[src/rtl/lfc_pkg.sv]
// lfc_pkg: register map, field layout, reset values and linefeed state codes
// for the linefeed state and dc feed control block.
// assumes: byte-wide registers reached over the serial control port.
package lfc_pkg;

   // ------------------------------------------------------------------
   // register addresses (7-bit direct register space)
   // ------------------------------------------------------------------
   localparam int ADDR_W = 7;
   localparam int DATA_W = 8;
   localparam logic [6:0] ADDR_LINEFEED_STATE = 7'h40;
   localparam logic [6:0] ADDR_ALARM_CTRL = 7'h44;
   localparam logic [6:0] ADDR_ALARM_STATUS = 7'h45;
   localparam logic [6:0] ADDR_POWER_MONITOR = 7'h4D;
   localparam logic [6:0] ADDR_LOOP_VOLTAGE = 7'h4E;
   localparam logic [6:0] ADDR_LOOP_CURRENT = 7'h4F;
   localparam logic [6:0] ADDR_LOOP_CURRENT_LIMIT = 7'h47;
   localparam logic [6:0] ADDR_OPEN_CIRCUIT_VOLTAGE = 7'h48;
   localparam logic [6:0] ADDR_COMMON_MODE_VOLTAGE = 7'h49;

   // ------------------------------------------------------------------
   // field widths and reset values
   // ------------------------------------------------------------------
   localparam int LOOP_CURRENT_LIMIT_CODE_W = 3;
   localparam int VOC_W = 6;
   localparam int VCM_W = 6;
   localparam int LF_W = 3;
   // 20 mA -> code 0
   localparam logic [2:0] LOOP_CURRENT_LIMIT_CODE_RESET = 3'h0;
   // 48 V / 1.5 V -> code 32
   localparam logic [5:0] VOC_RESET = 6'h20;
   // 3 V / 1.5 V -> code 2
   localparam logic [5:0] VCM_RESET = 6'h02;
   localparam int BIT_AUTO_OPEN = 0;
   localparam int BIT_ALARM_IRQ_EN = 1;
   localparam int BIT_ALARM_FLAG = 0;
   localparam logic [7:0] READ_UNMAPPED = 8'h00;

   // ------------------------------------------------------------------
   // serial frame: command byte (read flag + address), then data byte
   // ------------------------------------------------------------------
   localparam int FRAME_BITS = 16;
   localparam int CMD_BITS = 8;
   localparam int CMD_READ_BIT = 7;

   typedef enum logic [2:0] {
      LF_OPEN = 3'b000,
      LF_FWD_ACTIVE = 3'b001,
      LF_FWD_OHT = 3'b010,
      LF_TIP_OPEN = 3'b011,
      LF_RINGING = 3'b100,
      LF_REV_ACTIVE = 3'b101,
      LF_REV_OHT = 3'b110,
      LF_RING_OPEN = 3'b111
   } lfc_state_e;

   typedef enum logic [1:0] {
      SP_IDLE = 2'b00,
      SP_CMD = 2'b01,
      SP_DATA = 2'b10
   } lfc_spi_phase_e;

endpackage

[src/rtl/lfc_drive_if.sv]
// lfc_drive_if: carries the linefeed state to the decoder and the decoded
// driver and audio enables back to the top.
// assumes: one clock domain; decoder is purely combinational.
`timescale 1ns/100ps
interface lfc_drive_if;
   lfc_pkg::lfc_state_e state;
   logic tip_drive_en;
   logic ring_drive_en;
   logic audio_path_en;
   logic ringing_gen_en;
   logic reverse_polarity;

   modport ctrl (
      output state,
      input tip_drive_en,
      input ring_drive_en,
      input audio_path_en,
      input ringing_gen_en,
      input reverse_polarity
   );

   modport dec (
      input state,
      output tip_drive_en,
      output ring_drive_en,
      output audio_path_en,
      output ringing_gen_en,
      output reverse_polarity
   );
endinterface

[src/rtl/lfc_state_decode.sv]
// lfc_state_decode: maps the linefeed state onto tip/ring driver enables,
// audio path enable, ringing generator enable and polarity.
// assumes: the caller registers the results before they leave the chip.
`timescale 1ns/100ps
module lfc_state_decode (
   lfc_drive_if.dec drv
);

   always_comb begin
      drv.tip_drive_en = 1'b0;
      drv.ring_drive_en = 1'b0;
      drv.audio_path_en = 1'b0;
      drv.ringing_gen_en = 1'b0;
      drv.reverse_polarity = 1'b0;
      case (drv.state)
         lfc_pkg::LF_OPEN: begin
            drv.tip_drive_en = 1'b0;
            drv.ring_drive_en = 1'b0;
         end
         lfc_pkg::LF_FWD_ACTIVE: begin
            drv.tip_drive_en = 1'b1;
            drv.ring_drive_en = 1'b1;
         end
         lfc_pkg::LF_FWD_OHT: begin
            drv.tip_drive_en = 1'b1;
            drv.ring_drive_en = 1'b1;
            drv.audio_path_en = 1'b1;
         end
         lfc_pkg::LF_TIP_OPEN: begin
            drv.ring_drive_en = 1'b1;
         end
         lfc_pkg::LF_RINGING: begin
            drv.tip_drive_en = 1'b1;
            drv.ring_drive_en = 1'b1;
            drv.ringing_gen_en = 1'b1;
         end
         lfc_pkg::LF_REV_ACTIVE: begin
            drv.tip_drive_en = 1'b1;
            drv.ring_drive_en = 1'b1;
            drv.reverse_polarity = 1'b1;
         end
         lfc_pkg::LF_REV_OHT: begin
            drv.tip_drive_en = 1'b1;
            drv.ring_drive_en = 1'b1;
            drv.audio_path_en = 1'b1;
            drv.reverse_polarity = 1'b1;
         end
         lfc_pkg::LF_RING_OPEN: begin
            drv.tip_drive_en = 1'b1;
         end
         default: begin
            drv.tip_drive_en = 1'b0;
         end
      endcase
   end

endmodule

[src/rtl/lfc_top.sv]
// lfc_top: linefeed state and dc feed control register bank behind a
// serial control port, with state decode and auto-open on power alarm.
// assumes: serial clock at most clk/8; measurement and alarm inputs are
// produced on clk by the converter and power monitor logic.
`timescale 1ns/100ps
module lfc_top (
   input wire logic clk,
   input wire logic nrst,
   input wire logic spi_sclk,
   input wire logic spi_cs_n,
   input wire logic spi_sdi,
   output logic spi_sdo_out,
   output logic spi_sdo_oe,
   input wire logic meas_valid,
   input wire logic [7:0] meas_loop_voltage,
   input wire logic [7:0] meas_loop_current,
   input wire logic [7:0] meas_power,
   input wire logic power_alarm_event,
   output logic [2:0] loop_current_limit_code,
   output logic [5:0] open_circuit_voltage_code,
   output logic [5:0] common_mode_offset_code,
   output logic [2:0] linefeed_state_field,
   output logic tip_drive_en,
   output logic ring_drive_en,
   output logic audio_path_en,
   output logic ringing_gen_en,
   output logic reverse_polarity,
   output logic power_alarm_irq
);

   // ------------------------------------------------------------------
   // pin synchronisers
   // ------------------------------------------------------------------
   logic sclk_s1;
   logic sclk_s2;
   logic sclk_s3;
   logic cs_n_s1;
   logic cs_n_s2;
   logic sdi_s1;
   logic sdi_s2;

   always_ff @(posedge clk or negedge nrst) begin
      if (!nrst) begin
         sclk_s1 <= 1'b1;
         sclk_s2 <= 1'b1;
         sclk_s3 <= 1'b1;
         cs_n_s1 <= 1'b1;
         cs_n_s2 <= 1'b1;
         sdi_s1 <= 1'b0;
         sdi_s2 <= 1'b0;
      end else begin
         sclk_s1 <= spi_sclk;
         sclk_s2 <= sclk_s1;
         sclk_s3 <= sclk_s2;
         cs_n_s1 <= spi_cs_n;
         cs_n_s2 <= cs_n_s1;
         sdi_s1 <= spi_sdi;
         sdi_s2 <= sdi_s1;
      end
   end

   logic sclk_rise;
   logic sclk_fall;
   assign sclk_rise = sclk_s2 & ~sclk_s3;
   assign sclk_fall = ~sclk_s2 & sclk_s3;

   // ------------------------------------------------------------------
   // serial frame engine
   // ------------------------------------------------------------------
   lfc_pkg::lfc_spi_phase_e phase;
   logic [3:0] bit_cnt;
   logic [7:0] shift_in;
   logic cmd_read;
   logic [6:0] cmd_addr;
   logic [7:0] rd_shift;
   logic wr_strobe;
   logic [7:0] wr_data;
   logic [7:0] rd_data;
   logic [7:0] next_shift_in;

   assign next_shift_in = {shift_in[6:0], sdi_s2};

   // frame: 8 command bits then 8 data bits, msb first
   always_ff @(posedge clk or negedge nrst) begin
      if (!nrst) begin
         phase <= lfc_pkg::SP_IDLE;
         bit_cnt <= 4'h0;
         shift_in <= 8'h00;
         cmd_read <= 1'b0;
         cmd_addr <= 7'h00;
      end else if (cs_n_s2) begin
         phase <= lfc_pkg::SP_IDLE;
         bit_cnt <= 4'h0;
      end else begin
         case (phase)
            lfc_pkg::SP_IDLE: begin
               phase <= lfc_pkg::SP_CMD;
               bit_cnt <= 4'h0;
            end
            lfc_pkg::SP_CMD: begin
               if (sclk_rise) begin
                  shift_in <= next_shift_in;
                  bit_cnt <= bit_cnt + 4'h1;
                  if (bit_cnt == 4'(lfc_pkg::CMD_BITS - 1)) begin
                     cmd_read <= next_shift_in[lfc_pkg::CMD_READ_BIT];
                     cmd_addr <= next_shift_in[6:0];
                     phase <= lfc_pkg::SP_DATA;
                  end
               end
            end
            lfc_pkg::SP_DATA: begin
               if (sclk_rise) begin
                  shift_in <= next_shift_in;
                  bit_cnt <= bit_cnt + 4'h1;
                  if (bit_cnt == 4'(lfc_pkg::FRAME_BITS - 1)) begin
                     phase <= lfc_pkg::SP_IDLE;
                  end
               end
            end
            default: begin
               phase <= lfc_pkg::SP_IDLE;
            end
         endcase
      end
   end

   // one-cycle write strobe at the last data bit
   always_ff @(posedge clk or negedge nrst) begin
      if (!nrst) begin
         wr_strobe <= 1'b0;
         wr_data <= 8'h00;
      end else begin
         wr_strobe <= 1'b0;
         if (!cs_n_s2 && phase == lfc_pkg::SP_DATA && sclk_rise &&
             bit_cnt == 4'(lfc_pkg::FRAME_BITS - 1) && !cmd_read) begin
            wr_strobe <= 1'b1;
            wr_data <= next_shift_in;
         end
      end
   end

   // read data shifted out on falling edges after the command byte
   always_ff @(posedge clk or negedge nrst) begin
      if (!nrst) begin
         rd_shift <= 8'h00;
         spi_sdo_out <= 1'b0;
         spi_sdo_oe <= 1'b0;
      end else if (cs_n_s2) begin
         spi_sdo_oe <= 1'b0;
         spi_sdo_out <= 1'b0;
      end else if (phase == lfc_pkg::SP_DATA && cmd_read) begin
         spi_sdo_oe <= 1'b1;
         // latch once cmd_addr holds this frame's address
         if (!spi_sdo_oe) begin
            rd_shift <= rd_data;
         end else if (sclk_fall) begin
            spi_sdo_out <= rd_shift[7];
            rd_shift <= {rd_shift[6:0], 1'b0};
         end
      end else begin
         rd_shift <= rd_data;
         spi_sdo_oe <= 1'b0;
      end
   end

   // ------------------------------------------------------------------
   // dc feed settings
   // ------------------------------------------------------------------
   always_ff @(posedge clk or negedge nrst) begin
      if (!nrst) begin
         loop_current_limit_code <= lfc_pkg::LOOP_CURRENT_LIMIT_CODE_RESET;
         open_circuit_voltage_code <= lfc_pkg::VOC_RESET;
         common_mode_offset_code <= lfc_pkg::VCM_RESET;
      end else if (wr_strobe) begin
         case (cmd_addr)
            lfc_pkg::ADDR_LOOP_CURRENT_LIMIT: begin
               loop_current_limit_code <= wr_data[lfc_pkg::LOOP_CURRENT_LIMIT_CODE_W-1:0];
            end
            lfc_pkg::ADDR_OPEN_CIRCUIT_VOLTAGE: begin
               open_circuit_voltage_code <= wr_data[lfc_pkg::VOC_W-1:0];
            end
            lfc_pkg::ADDR_COMMON_MODE_VOLTAGE: begin
               common_mode_offset_code <= wr_data[lfc_pkg::VCM_W-1:0];
            end
            default: begin
               loop_current_limit_code <= loop_current_limit_code;
            end
         endcase
      end
   end

   // ------------------------------------------------------------------
   // power alarm control and flag
   // ------------------------------------------------------------------
   logic auto_open_on_power_alarm;
   logic alarm_irq_en;
   logic alarm_flag;
   logic ctrl_wr;
   logic status_wr;
   assign ctrl_wr = wr_strobe && cmd_addr == lfc_pkg::ADDR_ALARM_CTRL;
   assign status_wr = wr_strobe && cmd_addr == lfc_pkg::ADDR_ALARM_STATUS;

   always_ff @(posedge clk or negedge nrst) begin
      if (!nrst) begin
         auto_open_on_power_alarm <= 1'b0;
         alarm_irq_en <= 1'b0;
      end else if (ctrl_wr) begin
         auto_open_on_power_alarm <= wr_data[lfc_pkg::BIT_AUTO_OPEN];
         alarm_irq_en <= wr_data[lfc_pkg::BIT_ALARM_IRQ_EN];
      end
   end

   // sticky flag; a new event beats a write-one clear
   always_ff @(posedge clk or negedge nrst) begin
      if (!nrst) begin
         alarm_flag <= 1'b0;
      end else if (power_alarm_event) begin
         alarm_flag <= 1'b1;
      end else if (status_wr && wr_data[lfc_pkg::BIT_ALARM_FLAG]) begin
         alarm_flag <= 1'b0;
      end
   end

   always_ff @(posedge clk or negedge nrst) begin
      if (!nrst) begin
         power_alarm_irq <= 1'b0;
      end else begin
         power_alarm_irq <= alarm_flag & alarm_irq_en;
      end
   end

   // ------------------------------------------------------------------
   // linefeed state field
   // ------------------------------------------------------------------
   // auto-open wins over a host write in the same cycle
   always_ff @(posedge clk or negedge nrst) begin
      if (!nrst) begin
         linefeed_state_field <= lfc_pkg::LF_OPEN;
      end else if (power_alarm_event && auto_open_on_power_alarm) begin
         linefeed_state_field <= lfc_pkg::LF_OPEN;
      end else if (wr_strobe && cmd_addr == lfc_pkg::ADDR_LINEFEED_STATE) begin
         linefeed_state_field <= wr_data[lfc_pkg::LF_W-1:0];
      end
   end

   // ------------------------------------------------------------------
   // state decode and registered drive outputs
   // ------------------------------------------------------------------
   lfc_drive_if drv ();

   assign drv.state = lfc_pkg::lfc_state_e'(linefeed_state_field);

   lfc_state_decode u_decode (
      .drv(drv)
   );

   always_ff @(posedge clk or negedge nrst) begin
      if (!nrst) begin
         tip_drive_en <= 1'b0;
         ring_drive_en <= 1'b0;
         audio_path_en <= 1'b0;
         ringing_gen_en <= 1'b0;
         reverse_polarity <= 1'b0;
      end else begin
         tip_drive_en <= drv.tip_drive_en;
         ring_drive_en <= drv.ring_drive_en;
         audio_path_en <= drv.audio_path_en;
         ringing_gen_en <= drv.ringing_gen_en;
         reverse_polarity <= drv.reverse_polarity;
      end
   end

   // ------------------------------------------------------------------
   // measurement capture
   // ------------------------------------------------------------------
   logic [7:0] loop_voltage_meas;
   logic [7:0] loop_current_meas;
   logic [7:0] power_meas;

   always_ff @(posedge clk or negedge nrst) begin
      if (!nrst) begin
         loop_voltage_meas <= 8'h00;
         loop_current_meas <= 8'h00;
         power_meas <= 8'h00;
      end else if (meas_valid) begin
         loop_voltage_meas <= meas_loop_voltage;
         loop_current_meas <= meas_loop_current;
         power_meas <= meas_power;
      end
   end

   // ------------------------------------------------------------------
   // read mux
   // ------------------------------------------------------------------
   always_comb begin
      rd_data = lfc_pkg::READ_UNMAPPED;
      case (cmd_addr)
         lfc_pkg::ADDR_LINEFEED_STATE: begin
            rd_data = {5'h00, linefeed_state_field};
         end
         lfc_pkg::ADDR_ALARM_CTRL: begin
            rd_data = {6'h00, alarm_irq_en, auto_open_on_power_alarm};
         end
         lfc_pkg::ADDR_ALARM_STATUS: begin
            rd_data = {7'h00, alarm_flag};
         end
         lfc_pkg::ADDR_LOOP_CURRENT_LIMIT: begin
            rd_data = {5'h00, loop_current_limit_code};
         end
         lfc_pkg::ADDR_OPEN_CIRCUIT_VOLTAGE: begin
            rd_data = {2'h0, open_circuit_voltage_code};
         end
         lfc_pkg::ADDR_COMMON_MODE_VOLTAGE: begin
            rd_data = {2'h0, common_mode_offset_code};
         end
         lfc_pkg::ADDR_POWER_MONITOR: begin
            rd_data = power_meas;
         end
         lfc_pkg::ADDR_LOOP_VOLTAGE: begin
            rd_data = loop_voltage_meas;
         end
         lfc_pkg::ADDR_LOOP_CURRENT: begin
            rd_data = loop_current_meas;
         end
         default: begin
            rd_data = lfc_pkg::READ_UNMAPPED;
         end
      endcase
   end

endmodule

[config.mk]
export PLATFORM = sky130hd
export DESIGN_NAME = lfc_top
export DESIGN_NICKNAME = d
export VERILOG_FILES = /design/src/rtl/lfc_pkg.sv /design/src/rtl/lfc_drive_if.sv /design/src/rtl/lfc_state_decode.sv /design/src/rtl/lfc_top.sv
export SDC_FILE = /design/constraint.sdc
export NUM_CORES = 1
export LEC_CHECK = 0
export BUFFER_PORTS_ARGS = -buffer_cell sky130_fd_sc_hd__buf_2
export CAP_MARGIN = 20
export CORE_UTILIZATION = 35
export DETAILED_ROUTE_END_ITERATION = 7
export PLACE_DENSITY = 0.62
export SETUP_SLACK_MARGIN = 0.05
export SYNTH_ARGS = -nofsm -noshare
export SYNTH_HDL_FRONTEND = slang
export SYNTH_SLANG_ARGS = --single-unit
[constraint.sdc]
create_clock -name clk -period 2.6 [get_ports clk]
set_clock_uncertainty 0.05 [all_clocks]
set_input_delay 0.52 -clock clk [delete_from_list [all_inputs] [get_ports clk]]
set_output_delay 0.52 -clock clk [all_outputs]
set_load 0.03 [all_outputs]
==> qor.csv <==
stage;metric;value;unit
sta;min_period;2.12;ns
global_route;grt_pass1_vias;2880;
logic_synthesis;netlist_instances;331;
finish;n_antenna_cell;0;
cts;cts_hold_buf;0;
logic_synthesis;yosysTopAreaCell;dfrtp_1;
logic_synthesis;async_reset_ff_frac;1.00;
drt;vias;2828;
worst_setup_path;cp_data_arrival_time;2.34;ns
sta;fmax;472;MHz
drt;wl_per_cell;16.5;microns
die;ios;57;
die;initial_utilization;0.359;
sta;setup_viol;0;
cts;cts-resized-gates;0;
logic_synthesis;yosys_warnings;0;
sta;worst_pin_slew;0.711;ns
sta;period_share;0.815;
global_route;grt.total_usage;0.154;
finish;drive_gt1_frac;0.405;
outcome;outcome;finished, final reports clean;
cts;path_clk_slew;0.07;ns
cts;ctsLongestPathBuffers;2;
drt;vias_per_cell;5.24;
die;die_area;12700;sq um
logic_synthesis;synth_ff_type;dfrtp_1;
logic_synthesis;ys_ff_latch;96;
logic_synthesis;avgSynthCellArea;13.0;sq um
logic_synthesis;synth_area_leaders;dfrtp_1, mux2_2, dfstp_2;
cts;numCtsBuffers;9;
logic_synthesis;synth_common_cells;dfrtp_1, mux2_2, a21oi_1;
cts;post-cts-setup-buffer-count;0;
sta;rsz0062_at_grt;no;
worst_setup_path;cp-start-kind;register;
worst_setup_path;critPathMaxFanout;19;
die;dieWidth;113;microns
placement;dp_hpwl;6510;microns
power_and_ir_drop;ir_drop;0.345;mV
cts;cts_tree;built;
global_route;antenna_found_initial;0;
logic_synthesis;ys_types;52;
placement;portBuffers;56;
logic_synthesis;synth_edf_count;0;
logic_synthesis;syn-num-nets;367;
sta;max-slew-margin-rel;0.526;
logic_synthesis;ys_seq_area_frac;0.562;
logic_synthesis;yosysMostFrequentCell;dfrtp_1;
drt;drt_pass1_iterations;4;
worst_setup_path;endpoint_kind;register;
worst_setup_path;critPathKind;register to register;
logic_synthesis;netlist.area_leader.share;0.519;
power_and_ir_drop;total_power;3250;uW
die;rows;40;
drt;routed_wl;8930;microns
sta;slew_viol_final;0;
finish;nets;424;
cts;clock_latency;0.35;ns
die;core_area;12000;sq um
power_and_ir_drop;power.density;645;nW/um^2
global_route;grt_max_degree;41;
drt;drt_first_iter_violations;179;
cts;cts.sinks;96;
sta;setup_tns;0;ns
sta;finalHoldViolations;0;
placement;gp_congestion;0.846;
drt;drc;0;
die;die_h;113;microns
global_route;grt_pass1_wl;15000;microns
power_and_ir_drop;total_leakage_power;0.00232;uW
worst_setup_path;crit_required;2.83;ns
cts;cts_max_level;3;
global_route;grt_overflow;0;
min_path;min_path_type;primary input to asynchronous set/reset pin;
drt;drtAntennaViolNets;0;
flow_run;maxCapViolations;0;
finish;area_growth;17.6;%
cts;cts_root_buffer;clkbuf_16;
logic_synthesis;synth.cell_area;4290;sq um
layout make-up:
cell class / count / area [sq um]
Sequential cell: 96 / 2410
Timing Repair Buffer: 60 / 325
Multi-Input combinational cell: 213 / 1770
Tap cell: 147 / 184
Clock inverter: 7 / 98.8
Inverter: 8 / 30.0
Clock buffer: 9 / 225
Fill cell: 1121 / 6920
cells in the final DEF, fill, tap and decap left out, types with 2 or more instances in the layout:
cell type	n
nand3_1	5
a22oi_1	8
bufinv_16	2
nand2_1	15
dfstp_2	7
inv_6	3
dfrtp_1	89
and2_1	5
a32o_1	2
nor3b_2	2
a21oi_1	18
buf_2	55
or4_1	2
mux2_2	60
o21ai_0	4
clkbuf_16	9
a2bb2oi_1	2
mux2i_1	12
inv_1	8
o22ai_1	4
o2bb2ai_1	2
nor3_1	5
a32oi_1	2
nand2b_1	3
nor2_1	10
nor2b_1	6
o32ai_1	2
o21ai_1	6
mux2_4	6
and3_1	5
ha_1	5
buf_4	4
a21o_1	2
final timing paths:
check / startpoint / to / slack [ns] / depth (start not counted)
setup / recovery: cmd_addr[1] / rd_shift[3] / 0.48 / 5
hold / removal: nrst / tip_drive_en / 0.09 / 1
setup reg to reg: cmd_addr[1] / rd_shift[3] / 0.48 / 5
hold reg to reg: cs_n_s1 / cs_n_s2 / 0.30 / 0
max in group asynchronous: nrst / common_mode_offset_code[1] / 1.76 / 2
min in group clk: spi_cs_n / cs_n_s1 / 0.22 / 1
stage by stage:
| step | worst slack (ns) | utilization | cell area, sq um | instances | hold WS [ns] |
|---|---|---|---|---|---|
| 6_report | 0.481 | 0.422 | 5040 | 540 | 0.0943 |
| 5_1_grt | 0.321 | 0.422 | 5040 | 540 | 0.139 |
| 4_1_cts | 0.476 | 0.422 | 5040 | 540 | 0.116 |
| 3_5_place_dp | 0.481 | 0.395 | 4720 | 524 | 0.291 |
| 3_3_place_gp | 0.525 | 0.395 | 4720 | 524 | 0.287 |
| 2_1_floorplan | 0.697 | - | 4290 | 331 | 0.174 |
cells by family after synthesis:
| group | count (synthesis) | share of synthesized area |
|---|---|---|
| DFF | 96 | 0.562 |
| muxes | 78 | 0.207 |
| and+or+nand+nor | 71 | 0.100 |
| AOI/OAI and AO/OA | 57 | 0.0872 |
| buffers and inverters | 22 | 0.0254 |
| adders and majority gates | 5 | 0.0146 |
| xor gates and xnor gates | 2 | 0.00408 |
power by group:
group          internal, uW  total, uW  switching, uW
Sequential             1570       1630           58.4
Clock                   851       1440            591
Combinational          96.2        178           82.3
Total                  2520       3250            732
registers in the layout (all words and copies together) (netlist names), 2 cells and up:
register / cells
phase: 2
bit_cnt: 4
loop_voltage_meas: 8
linefeed_state_field: 3
loop_current_meas: 8
open_circuit_voltage_code: 6
loop_current_limit_code: 3
cmd_addr: 7
rd_shift: 8
shift_in: 7
power_meas: 8
common_mode_offset_code: 6
wr_data: 6
metal layers:
layer,vias to the layer above,track usage,share of wire
li1,1321,-,-
met1,1418,0.210,0.48
met2,74,0.242,0.46
met3,15,0.0204,0.034
met4,0,0.0818,0.025
met5,-,0,0
critical path, stage by stage (launching register included):
cell	delay, ns
dfrtp_1	0.80
nor2_1	0.18
a22oi_2	0.18
o21ai_1	0.12
or4b_4	0.55
o21ai_1	0.16
Note: power is estimated with default switching activity, not from simulation.
